===== src/hw/adc_ctrl_pkg.sv =====
// Purpose: shared constants and types for the converter mode, sync and settle control
// Assumes: one master clock at 50 MHz drives everything
// Notes:   ratios are master clock cycles per conversion period
package adc_ctrl_pkg;

  typedef enum logic [1:0] {
    MODE_HIGH_SPEED = 2'b00,
    MODE_HIGH_RES   = 2'b01,
    MODE_LOW_POWER  = 2'b10,
    MODE_LOW_SPEED  = 2'b11
  } op_mode_e;

  typedef enum logic [1:0] {
    ST_HALTED   = 2'b00,
    ST_SETTLING = 2'b01,
    ST_RUNNING  = 2'b10
  } conv_state_e;

  typedef struct packed {
    logic     syncN;
    logic     clockDividerSelect;
    op_mode_e mode;
  } ctrl_pins_s;

  localparam int          RATIO_W        = 12;
  localparam int          SETTLE_W       = 8;
  localparam int          CHANNELS       = 8;
  localparam logic [11:0] RATIO_256      = 12'h100;
  localparam logic [11:0] RATIO_512      = 12'h200;
  localparam logic [11:0] RATIO_2560     = 12'hA00;
  localparam logic [7:0]  SETTLE_SPI     = 8'h81;
  localparam logic [7:0]  SETTLE_FS      = 8'h80;
  localparam logic [7:0]  SETTLE_FS_MIN  = 8'h7F;
  localparam logic [2:0]  FORMAT_FS_LO   = 3'h3;
  localparam logic [2:0]  FORMAT_FS_HI   = 3'h5;
  localparam real         MIN_CLK_KHZ    = 100.0;
  localparam real         MAX_CLK_HS_MHZ = 32.768;
  localparam real         MAX_CLK_MHZ    = 27.0;
  localparam real         SYNC_MIN_CLK   = 1.0;
  localparam int          CTRL_RESET     = 4'hF;

endpackage


===== src/hw/sync_two_stage.sv =====
// Purpose: two flip-flop level synchroniser
// Assumes: destination clock is the master clock
// Notes:   first stage feeds only the second
`timescale 1ns/1ns
module sync_two_stage #(
  parameter int          WIDTH     = 1,
  parameter logic [15:0] RESET_VAL = 16'h0000
) (
  // clock and reset
  input  wire logic             clock,
  input  wire logic             rst_b,
  // level in and out
  input  wire logic [WIDTH-1:0] levelIn,
  output logic      [WIDTH-1:0] levelOut
);

  logic [WIDTH-1:0] stage1Reg;

  always_ff @(posedge clock or negedge rst_b) begin
    if (!rst_b) begin
      stage1Reg <= RESET_VAL[WIDTH-1:0];
      levelOut  <= RESET_VAL[WIDTH-1:0];
    end else begin
      stage1Reg <= levelIn;
      levelOut  <= stage1Reg;
    end
  end

endmodule


===== src/hw/adc_mode_clock_sync_control.sv =====
// Purpose: mode decode, data-rate timing, sync and settled-data flagging
// Assumes: pins synchronous to clock; host keeps its own timing duties
// Notes:   one conversion-period pulse serves all eight channels
//
// Behaviour
// RULE_01 - all channels run from one master clock
// RULE_02 - decode two mode bits into four modes
// RULE_03 - clock per sample ratio from mode, divider
// RULE_04 - host keeps master clock under mode maximum
// RULE_05 - divider select picks clock at top rate
// RULE_06 - data rate follows master clock down to 100kHz
// RULE_07 - watch mode pins continuously while running
// RULE_08 - spi ready held high after mode change
// RULE_09 - frame-sync data forced low after mode change
// RULE_10 - host may poll for first one bit
// RULE_11 - sync low halts and clears filter counters
// RULE_12 - sync high restarts from cleared state
// RULE_13 - channels always stay mutually aligned
// RULE_14 - shared sync aligns devices within one clock
// RULE_15 - spi ready rises when sync falls
// RULE_16 - spi ready falls once filter settled
// RULE_17 - frame-sync data forced low on sync fall
// RULE_18 - frame-sync data resumes after settling
// RULE_19 - host keeps strobe and clocks running
// RULE_20 - host resyncs after clock interruption
// RULE_21 - host resyncs after power-on data
// RULE_22 - sync pulse one clock; spi ready within 129
// RULE_23 - format code picks spi or frame-sync
// RULE_24 - spi ready falls when data available
// RULE_25 - control pins pass two-stage synchroniser; format is used unsynchronised
// RULE_26 - settle counter restarted, gates data valid
`timescale 1ns/1ns
module adc_mode_clock_sync_control
  import adc_ctrl_pkg::*;
(
  // clock and reset
  input  wire logic                clock,
  input  wire logic                rst_b,
  // control pins
  input  wire logic [1:0]          mode,
  input  wire logic                clockDividerSelect,
  input  wire logic                syncN,
  input  wire logic [2:0]          format,
  // raw channel data from the filters
  input  wire logic [CHANNELS-1:0] rawData,
  // status and data outputs
  output logic                     sample_ready_n,
  output logic [CHANNELS-1:0]      dataOut,
  output logic                     convStrobe,
  output logic                     filterClear,
  output logic                     dataValid,
  output logic [RATIO_W-1:0]       ratioOut,
  output logic [1:0]               modeOut
);

  ctrl_pins_s          pinsRaw;
  ctrl_pins_s          pinsSync;
  ctrl_pins_s          pinsPrev_reg;
  logic [RATIO_W-1:0]  ratio_next;
  logic [RATIO_W-1:0]  divCount_reg;
  logic [SETTLE_W-1:0] settle_reg;
  logic [SETTLE_W-1:0] settleTarget;
  conv_state_e         state_reg;
  conv_state_e         state_next;
  logic                frameSync;
  logic                modeChange;
  logic                syncRise;
  logic                periodEnd;

  assign pinsRaw = '{syncN: syncN, clockDividerSelect: clockDividerSelect,
                     mode: op_mode_e'(mode)};

  sync_two_stage #(
    .WIDTH     (4),
    .RESET_VAL (16'(CTRL_RESET))
  ) u_pinSync (
    .clock    (clock),
    .rst_b    (rst_b),
    .levelIn  (pinsRaw), // RULE_25
    .levelOut (pinsSync)
  );

  // protocol choice
  assign frameSync = (format >= FORMAT_FS_LO) && (format <= FORMAT_FS_HI); // RULE_23

  // ratio table
  always_comb begin
    unique case (pinsSync.mode) // RULE_02
      MODE_HIGH_SPEED: ratio_next = RATIO_256; // RULE_03
      MODE_HIGH_RES:   ratio_next = RATIO_512;
      MODE_LOW_POWER:  ratio_next = pinsSync.clockDividerSelect ? RATIO_512 : RATIO_256; // RULE_05
      MODE_LOW_SPEED:  ratio_next = pinsSync.clockDividerSelect ? RATIO_2560 : RATIO_512;
    endcase
  end

  assign settleTarget = frameSync ? SETTLE_FS : SETTLE_SPI; // RULE_08 RULE_09 RULE_22

  // previous pins for edge detection
  always_ff @(posedge clock or negedge rst_b) begin
    if (!rst_b) begin
      pinsPrev_reg <= ctrl_pins_s'(CTRL_RESET[3:0]);
    end else begin
      pinsPrev_reg <= pinsSync;
    end
  end

  assign modeChange = (pinsSync.mode != pinsPrev_reg.mode) ||
                      (pinsSync.clockDividerSelect != pinsPrev_reg.clockDividerSelect); // RULE_07
  assign syncRise   = pinsSync.syncN && !pinsPrev_reg.syncN;

  // one shared period divider on the master clock
  assign periodEnd = (state_reg != ST_HALTED) &&
                     (divCount_reg == ratio_next - 12'h001); // RULE_01 RULE_06 RULE_13

  always_ff @(posedge clock or negedge rst_b) begin
    if (!rst_b) begin
      divCount_reg <= '0;
    end else if (!pinsSync.syncN || modeChange || periodEnd) begin
      divCount_reg <= '0; // RULE_11 RULE_14
    end else if (state_reg != ST_HALTED) begin
      divCount_reg <= divCount_reg + 12'h001;
    end
  end

  // conversion state
  always_comb begin
    state_next = state_reg;
    unique case (state_reg)
      ST_HALTED:   if (pinsSync.syncN) state_next = ST_SETTLING; // RULE_12
      ST_SETTLING: if (periodEnd && settle_reg == settleTarget - 8'h01) state_next = ST_RUNNING;
      ST_RUNNING:  if (modeChange) state_next = ST_SETTLING;
      default:     state_next = ST_HALTED;
    endcase
    if (!pinsSync.syncN) begin
      state_next = ST_HALTED; // RULE_11
    end else if (modeChange) begin
      state_next = ST_SETTLING;
    end
  end

  always_ff @(posedge clock or negedge rst_b) begin
    if (!rst_b) begin
      state_reg <= ST_HALTED;
    end else begin
      state_reg <= state_next;
    end
  end

  // settle counter in conversion periods
  always_ff @(posedge clock or negedge rst_b) begin
    if (!rst_b) begin
      settle_reg <= '0;
    end else if (!pinsSync.syncN || modeChange || syncRise) begin
      settle_reg <= '0; // RULE_26
    end else if (state_reg == ST_SETTLING && periodEnd) begin
      settle_reg <= settle_reg + 8'h01;
    end
  end

  // outputs
  always_ff @(posedge clock or negedge rst_b) begin
    if (!rst_b) begin
      dataValid <= 1'b0;
    end else begin
      dataValid <= (state_next == ST_RUNNING); // RULE_26
    end
  end

  always_ff @(posedge clock or negedge rst_b) begin
    if (!rst_b) begin
      sample_ready_n <= 1'b1;
    end else if (frameSync || state_next != ST_RUNNING) begin
      sample_ready_n <= 1'b1; // RULE_15 RULE_08 RULE_16
    end else if (periodEnd || state_reg != ST_RUNNING) begin
      sample_ready_n <= 1'b0; // RULE_24 RULE_16
    end
  end

  always_ff @(posedge clock or negedge rst_b) begin
    if (!rst_b) begin
      dataOut <= '0;
    end else if (frameSync && state_next != ST_RUNNING) begin
      dataOut <= '0; // RULE_09 RULE_17
    end else begin
      dataOut <= rawData; // RULE_18
    end
  end

  always_ff @(posedge clock or negedge rst_b) begin
    if (!rst_b) begin
      convStrobe  <= 1'b0;
      filterClear <= 1'b1;
      ratioOut    <= RATIO_256;
      modeOut     <= 2'h0;
    end else begin
      convStrobe  <= periodEnd; // RULE_13
      filterClear <= !pinsSync.syncN || modeChange; // RULE_11
      ratioOut    <= ratio_next;
      modeOut     <= pinsSync.mode;
    end
  end

endmodule


===== config.mk =====
export PLATFORM = sky130hd
export DESIGN_NAME = adc_mode_clock_sync_control
export DESIGN_NICKNAME = d
export VERILOG_FILES = /design/src/hw/adc_ctrl_pkg.sv /design/src/hw/sync_two_stage.sv /design/src/hw/adc_mode_clock_sync_control.sv
export SDC_FILE = /design/constraint.sdc
export NUM_CORES = 1
export LEC_CHECK = 0
export BUFFER_PORTS_ARGS = -buffer_cell sky130_fd_sc_hd__clkbuf_2
export CORE_UTILIZATION = 45
export DETAILED_ROUTE_END_ITERATION = 12
export PLACE_DENSITY = 0.78
export SYNTH_ARGS = -nofsm -noshare
export SYNTH_HDL_FRONTEND = slang
export SYNTH_SLANG_ARGS = --single-unit

===== constraint.sdc =====
create_clock -name clock -period 3.7 [get_ports clock]
set_input_delay 0.555 -clock clock [delete_from_list [all_inputs] [get_ports clock]]
set_output_delay 0.555 -clock clock [all_outputs]
set_load 0.005 [all_outputs]

# ---- Word-level counts from Yosys, hierarchy flattened
# Cells that the tools add are included.
dict set report word_totals {
  reg_bits 60
  latchBits 0
  mem_bits_rw 0
  rom_bits 0
  input_bits 17
  out_inout_bits 26
  n_memories 0
}
dict set report classes {
  addsub 4
  mul 0
  n_div 0
  magnitude_cmp 2
  eq_ne 12
  shifts 0
  mux 15
  n_bitwise 0
  reduce_logical 20
}
# cell count
set op_table {}
lappend op_table {{case mux 12 bit (4 select lines)} 1}
lappend op_table {{2-to-1 mux 12 bit} 3}
lappend op_table {{2-to-1 mux 8 bit} 3}
lappend op_table {{adder 12 x 1 -> 12 bit (second input constant)} 1}
lappend op_table {{equality test 12 bit} 1}
lappend op_table {{subtractor 12 x 1 -> 12 bit (second input constant)} 1}
lappend op_table {{2-to-1 mux 10 bit} 1}
lappend op_table {{adder 8 x 1 -> 8 bit (second input constant)} 1}
lappend op_table {{equality test 2 bit (second input constant)} 4}
lappend op_table {{equality test 8 bit} 1}
lappend op_table {{nonzero test 2 bit} 4}
lappend op_table {{subtractor 8 x 1 -> 8 bit (second input constant)} 1}
lappend op_table {{logical AND 1 bit} 6}
lappend op_table {{logical OR 1 bit} 6}
lappend op_table {{2-to-1 mux 2 bit} 3}
lappend op_table {{case mux 2 bit (3 select lines)} 1}
lappend op_table {{equality test 2 x 1 -> 1 bit (second input constant)} 2}
lappend op_table {{zero test 2 bit} 2}
lappend op_table {{inequality test 2 bit (second input constant)} 2}
lappend op_table {{greater-or-equal comparator 3 x 2 -> 1 bit (second input constant)} 1}
lappend op_table {{<= comparator 3 bit (second input constant)} 1}
lappend op_table {{2-to-1 mux 1 bit} 3}
lappend op_table {{zero test 1 bit} 2}
lappend op_table {{inequality test 2 bit} 1}
lappend op_table {{inequality test 1 bit} 1}

# ---- Depth between registers and ports, before layout
dict set report depth {
  depth_word 13
  mapped_depth 9
  mapped_depth_nobuf 8
}

# ---- By module
# From an unflattened synthesis, not the netlist that was laid out.
dict set report unflattened {
  hier_cells 197
  hier_area_um2 2275.9
}
# mod instances cells_each area_each_um2
set by_module_without_submodules {}
lappend by_module_without_submodules {adc_mode_clock_sync_control 1 189 2065.7}
lappend by_module_without_submodules {sync_two_stage 1 8 210.2}

# ---- Worst setup path before layout
# OpenSTA, ideal clock, no wires.
dict set report synth_timing {
  path_kind {register to register}
  from {reg u_pinSync.levelOut[1]}
  to {reg settle_reg[6]}
  setup_ns 0.079
  arrival_ns 2.073
  required_ns 3.621
  setup_slack_ns 1.547
  stages_incl_launch_ff 9
  n_path_buf 0
  synth_period_minus_slack_ns 2.153
  path_cell_list {dfstp_2 a21o_1 inv_1 ha_1 xor2_1 a21boi_0 nand3_1 nor4_2 mux2i_1}
}
dict set report synth_between {
  elab_chain_cells 7
  word_cells_on_any_way 15
  cone_classes {add/sub: 1; eq/ne: 5; mux: 2; reduce/logical: 7}
}
# element line
set synth_rtl {}
lappend synth_rtl {{start, declared} sync_two_stage.sv:14} ;# output logic [WIDTH-1:0] levelOut
lappend synth_rtl {{start signal, assigned} sync_two_stage.sv:22} ;# levelOut <= RESET_VAL[WIDTH-1:0];
lappend synth_rtl {{start signal, assigned} sync_two_stage.sv:25} ;# levelOut <= stage1Reg;
lappend synth_rtl {{equality test 2 bit, or another cell as far along} adc_mode_clock_sync_control.sv:88} ;# unique case (pinsSync.mode)
lappend synth_rtl {{case mux 12 bit (4 select lines) (*)} adc_mode_clock_sync_control.sv:88}
lappend synth_rtl {{via ratio_next[9]} adc_mode_clock_sync_control.sv:59} ;# logic [RATIO_W-1:0] ratio_next;
lappend synth_rtl {{subtractor 12 x 1 -> 12 bit (*)} adc_mode_clock_sync_control.sv:113} ;# (divCount_reg == ratio_next - 12'h001);
lappend synth_rtl {{equality test 12 bit (*)} adc_mode_clock_sync_control.sv:113}
lappend synth_rtl {{logical AND 1 bit (*)} adc_mode_clock_sync_control.sv:112} ;# assign periodEnd = (state_reg != ST_HALTED) &&
lappend synth_rtl {{logical AND 1 bit (*)} adc_mode_clock_sync_control.sv:155} ;# end else if (state_reg == ST_SETTLING && periodEnd) begin
lappend synth_rtl {{nonzero test 2 bit (no line) (*)} n/a}
lappend synth_rtl {{end signal, assigned} adc_mode_clock_sync_control.sv:156} ;# settle_reg <= settle_reg + 8'h01;
lappend synth_rtl {{end, declared} adc_mode_clock_sync_control.sv:61} ;# logic [SETTLE_W-1:0] settle_reg;
# Mark *: on every way through the listed nets, which the timed path passes. The rest lies on a longest branch.
# A chain may end at the register's enable or synchronous reset.

# ---- Worst setup path in the final report
dict set report layout_timing {
  from {reg u_pinSync.levelOut[1]}
  to {reg settle_reg[5]}
}
# Same word-level chain as after synthesis.

==> results by group <==
Timing
  • RSZ-0062 raised after global routing: no
  • Final hold violation count: 0
  • Final Slew Violations: 0
  • Achievable Freq: 414 MHz
  • Count of final setup violators: 0
  • Period minus WS final: 2.42 ns
  • Slew @ Worst Pin: 0.812 ns
  • WHS: 0.330 ns
  • Clk_skew: 0.00548 ns
  • Final period utilization: 65.3%
  • Worst setup margin: 1.28 ns
  • Setup_tns: 0 ns
  • Max_slew headroom: 45.9%

Routing
  • DR vias/cell: 5.09
  • WL/cell: 13.1 um
  • TritonRoute pass-1 iters: 4
  • Vias: 1628
  • Initial DRC Count: 112
  • DR DRC count: 0
  • WL final: 4200 um
  • DRT antenna net count: 0

Synthesis
  • Post-synth EDFFs: 0
  • Yosys top cell area share: 36.8%
  • Yosys reg bits: 51
  • Top_reg_cell synth: dfrtp_1
  • Most instantiated cells after synthesis: dfrtp_1 (36), nand2_1 (17), nor2_1 (17)
  • Post-synthesis cell area: 2450 um^2
  • Synth Instances: 215
  • Synth area leader: dfrtp_1
  • Unique cell type count in the Yosys netlist: 54
  • Warnings from Yosys: 0
  • Avg Synthesized Cell Area: 11.4 um^2
  • Ys async rst share: 100%
  • Seq/Total Area, Yosys: 52.9%
  • Largest cells by area after synthesis: dfrtp_1 (37%), dfstp_2 (16%), buf_4 (3.7%)
  • Most common cell in the netlist: dfrtp_1

Final layout
  • Layout cells sized above 1: 29.2%
  • Max reg flops: 12
  • Fin cells: 320
  • Area Growth Syn to Fin: 10.8%
  • Final #Nets: 269
  • Final Core Density: 52.4%
  • Final instance area: 2710 um^2
  • Antenna cells: 0

CTS
  • PostCTS Resize Cnt: 0
  • Clock sinks: 51
  • Root Buffer: clkbuf_8
  • CTS tree: done
  • CTS Buf Count: 5
  • Worst-path clk slew: 0.09 ns
  • Post-CTS Hold Fix Bufs: 0
  • Clock buffer depth: 2
  • Post-CTS Setup Repair Bufs: 0
  • H-tree depth: 2
  • Clk_lat worst skew: 0.30 ns

Floorplanning
  • Initial Utilization: 47.3%
  • Die width: 75.7 um
  • Core area: 5170 um^2
  • Die area: 5740 um^2
  • I/O Pins: 43
  • Row count: 26
  • Die Ht: 75.7 um

Job
  • MaxCap Viol Count: 0

Critical path
  • CP Launch Type: flip-flop
  • Reg-to-Reg Start: u_pinSync.levelOut[1]
  • Crit end category: flip-flop
  • CP max FO: 8
  • R2R Setup Slk: 1.28 ns
  • CP required: 3.93 ns
  • Reg2Reg Depth: 8
  • R2R Path End: settle_reg[5]
  • Worst Path Arrival: 2.65 ns
  • Type of the worst setup path: flip-flop to flip-flop

Power and ir drop
  • Leakage Power: 1.16 nW
  • Pwr Total: 0.970 mW
  • PwrDens: 358 nW/um^2
  • Peak supply drop: 0.230 mV

Status
  • Status: complete, no violations

Place
  • Placed cell count: 312
  • Post-Place Worst Slack: 1.27 ns
  • Post-place instance area: 2630 um^2
  • Post-DP HPWL: 3050 um
  • Gpl congestion: 0.811
  • Port bufs: 33

Global routing
  • First-pass GRT wire length: 7000 um
  • Vias in the first global route: 1488
  • Gr usage total: 16.8%
  • Initial antenna violation count: 0
  • Largest net degree at the start of global routing: 35
  • Gr ovfl total: 0

Hold path
  • Worst Hold Class: primary input to async pin
-- cells in the final DEF, fill, tap and decap left out, types with 7 or more instances in the layout --
cell	synthesis	routed
dfrtp_1	36	36
nor2_1	17	17
clkbuf_2	0	33
inv_1	9	9
a21boi_1	7	7
xnor2_1	10	10
conb_1	1	9
nand2_1	17	17
dfstp_2	15	15
-- worst max-delay path: stages (launching register included) --
cell and delay (ns):
dfstp_2 0.59, a21o_1 0.20, inv_1 0.06, ha_1 0.28, xor2_1 0.17, a21boi_0 0.23, nand3_1 0.27, nor4_1 0.32
mux2i_1 0.22
-- metal layers --
layer / share of wire (%) / up-vias / GRT usage [%]
met3: 3.9 / 5 / 3.97
met4: 1.6 / 0 / 7.61
met1: 48 / 784 / 23.0
li1: - / 793 / -
met5: 0 / - / 0
met2: 46 / 46 / 25.4
-- cell families after synthesis --
family | count (synthesis) | synth area share [%]
AO/OA/AOI/OAI | 37 | 11.3
other | 1 | 0.153
multiplexers | 7 | 3.53
XOR/XNOR | 17 | 6.85
flip-flops | 51 | 52.9
adder cells (fa/ha/maj) | 3 | 1.53
AND/OR/NAND/NOR | 75 | 17.9
buffers and inverters | 24 | 5.73
-- layout make-up --
class / count / area, um^2
clock buffers: 7 / 76.3
flip-flops and latches: 51 / 1290
repair buffers: 34 / 173
well taps: 70 / 87.6
fillers: 447 / 2460
clock inverters: 1 / 5.00
inverters: 9 / 33.8
multi-input cells: 148 / 1040
-- report_power, final --
group | internal [mW] | total (mW) | switching (mW)
registers | 0.580 | 0.590 | 0.00989
logic | 0.0311 | 0.0764 | 0.0453
clock network | 0.133 | 0.304 | 0.171
total | 0.744 | 0.970 | 0.226
-- worst max-delay path by stage --
| stage | from | endpoint | slack [ns] | cells past startpoint |
|---|---|---|---|---|
| after floorplan | u_pinSync.levelOut[1] | settle_reg[6] | 1.55 | 8 |
| after global placement | u_pinSync.levelOut[1] | settle_reg[6] | 1.37 | 8 |
| after detailed placement | u_pinSync.levelOut[1] | settle_reg[5] | 1.27 | 8 |
| after CTS | u_pinSync.levelOut[1] | settle_reg[5] | 1.25 | 8 |
| after global routing | u_pinSync.levelOut[1] | settle_reg[7] | 0.99 | 8 |
| final | u_pinSync.levelOut[1] | settle_reg[5] | 1.28 | 8 |
Power figures use the tool's default switching activity.
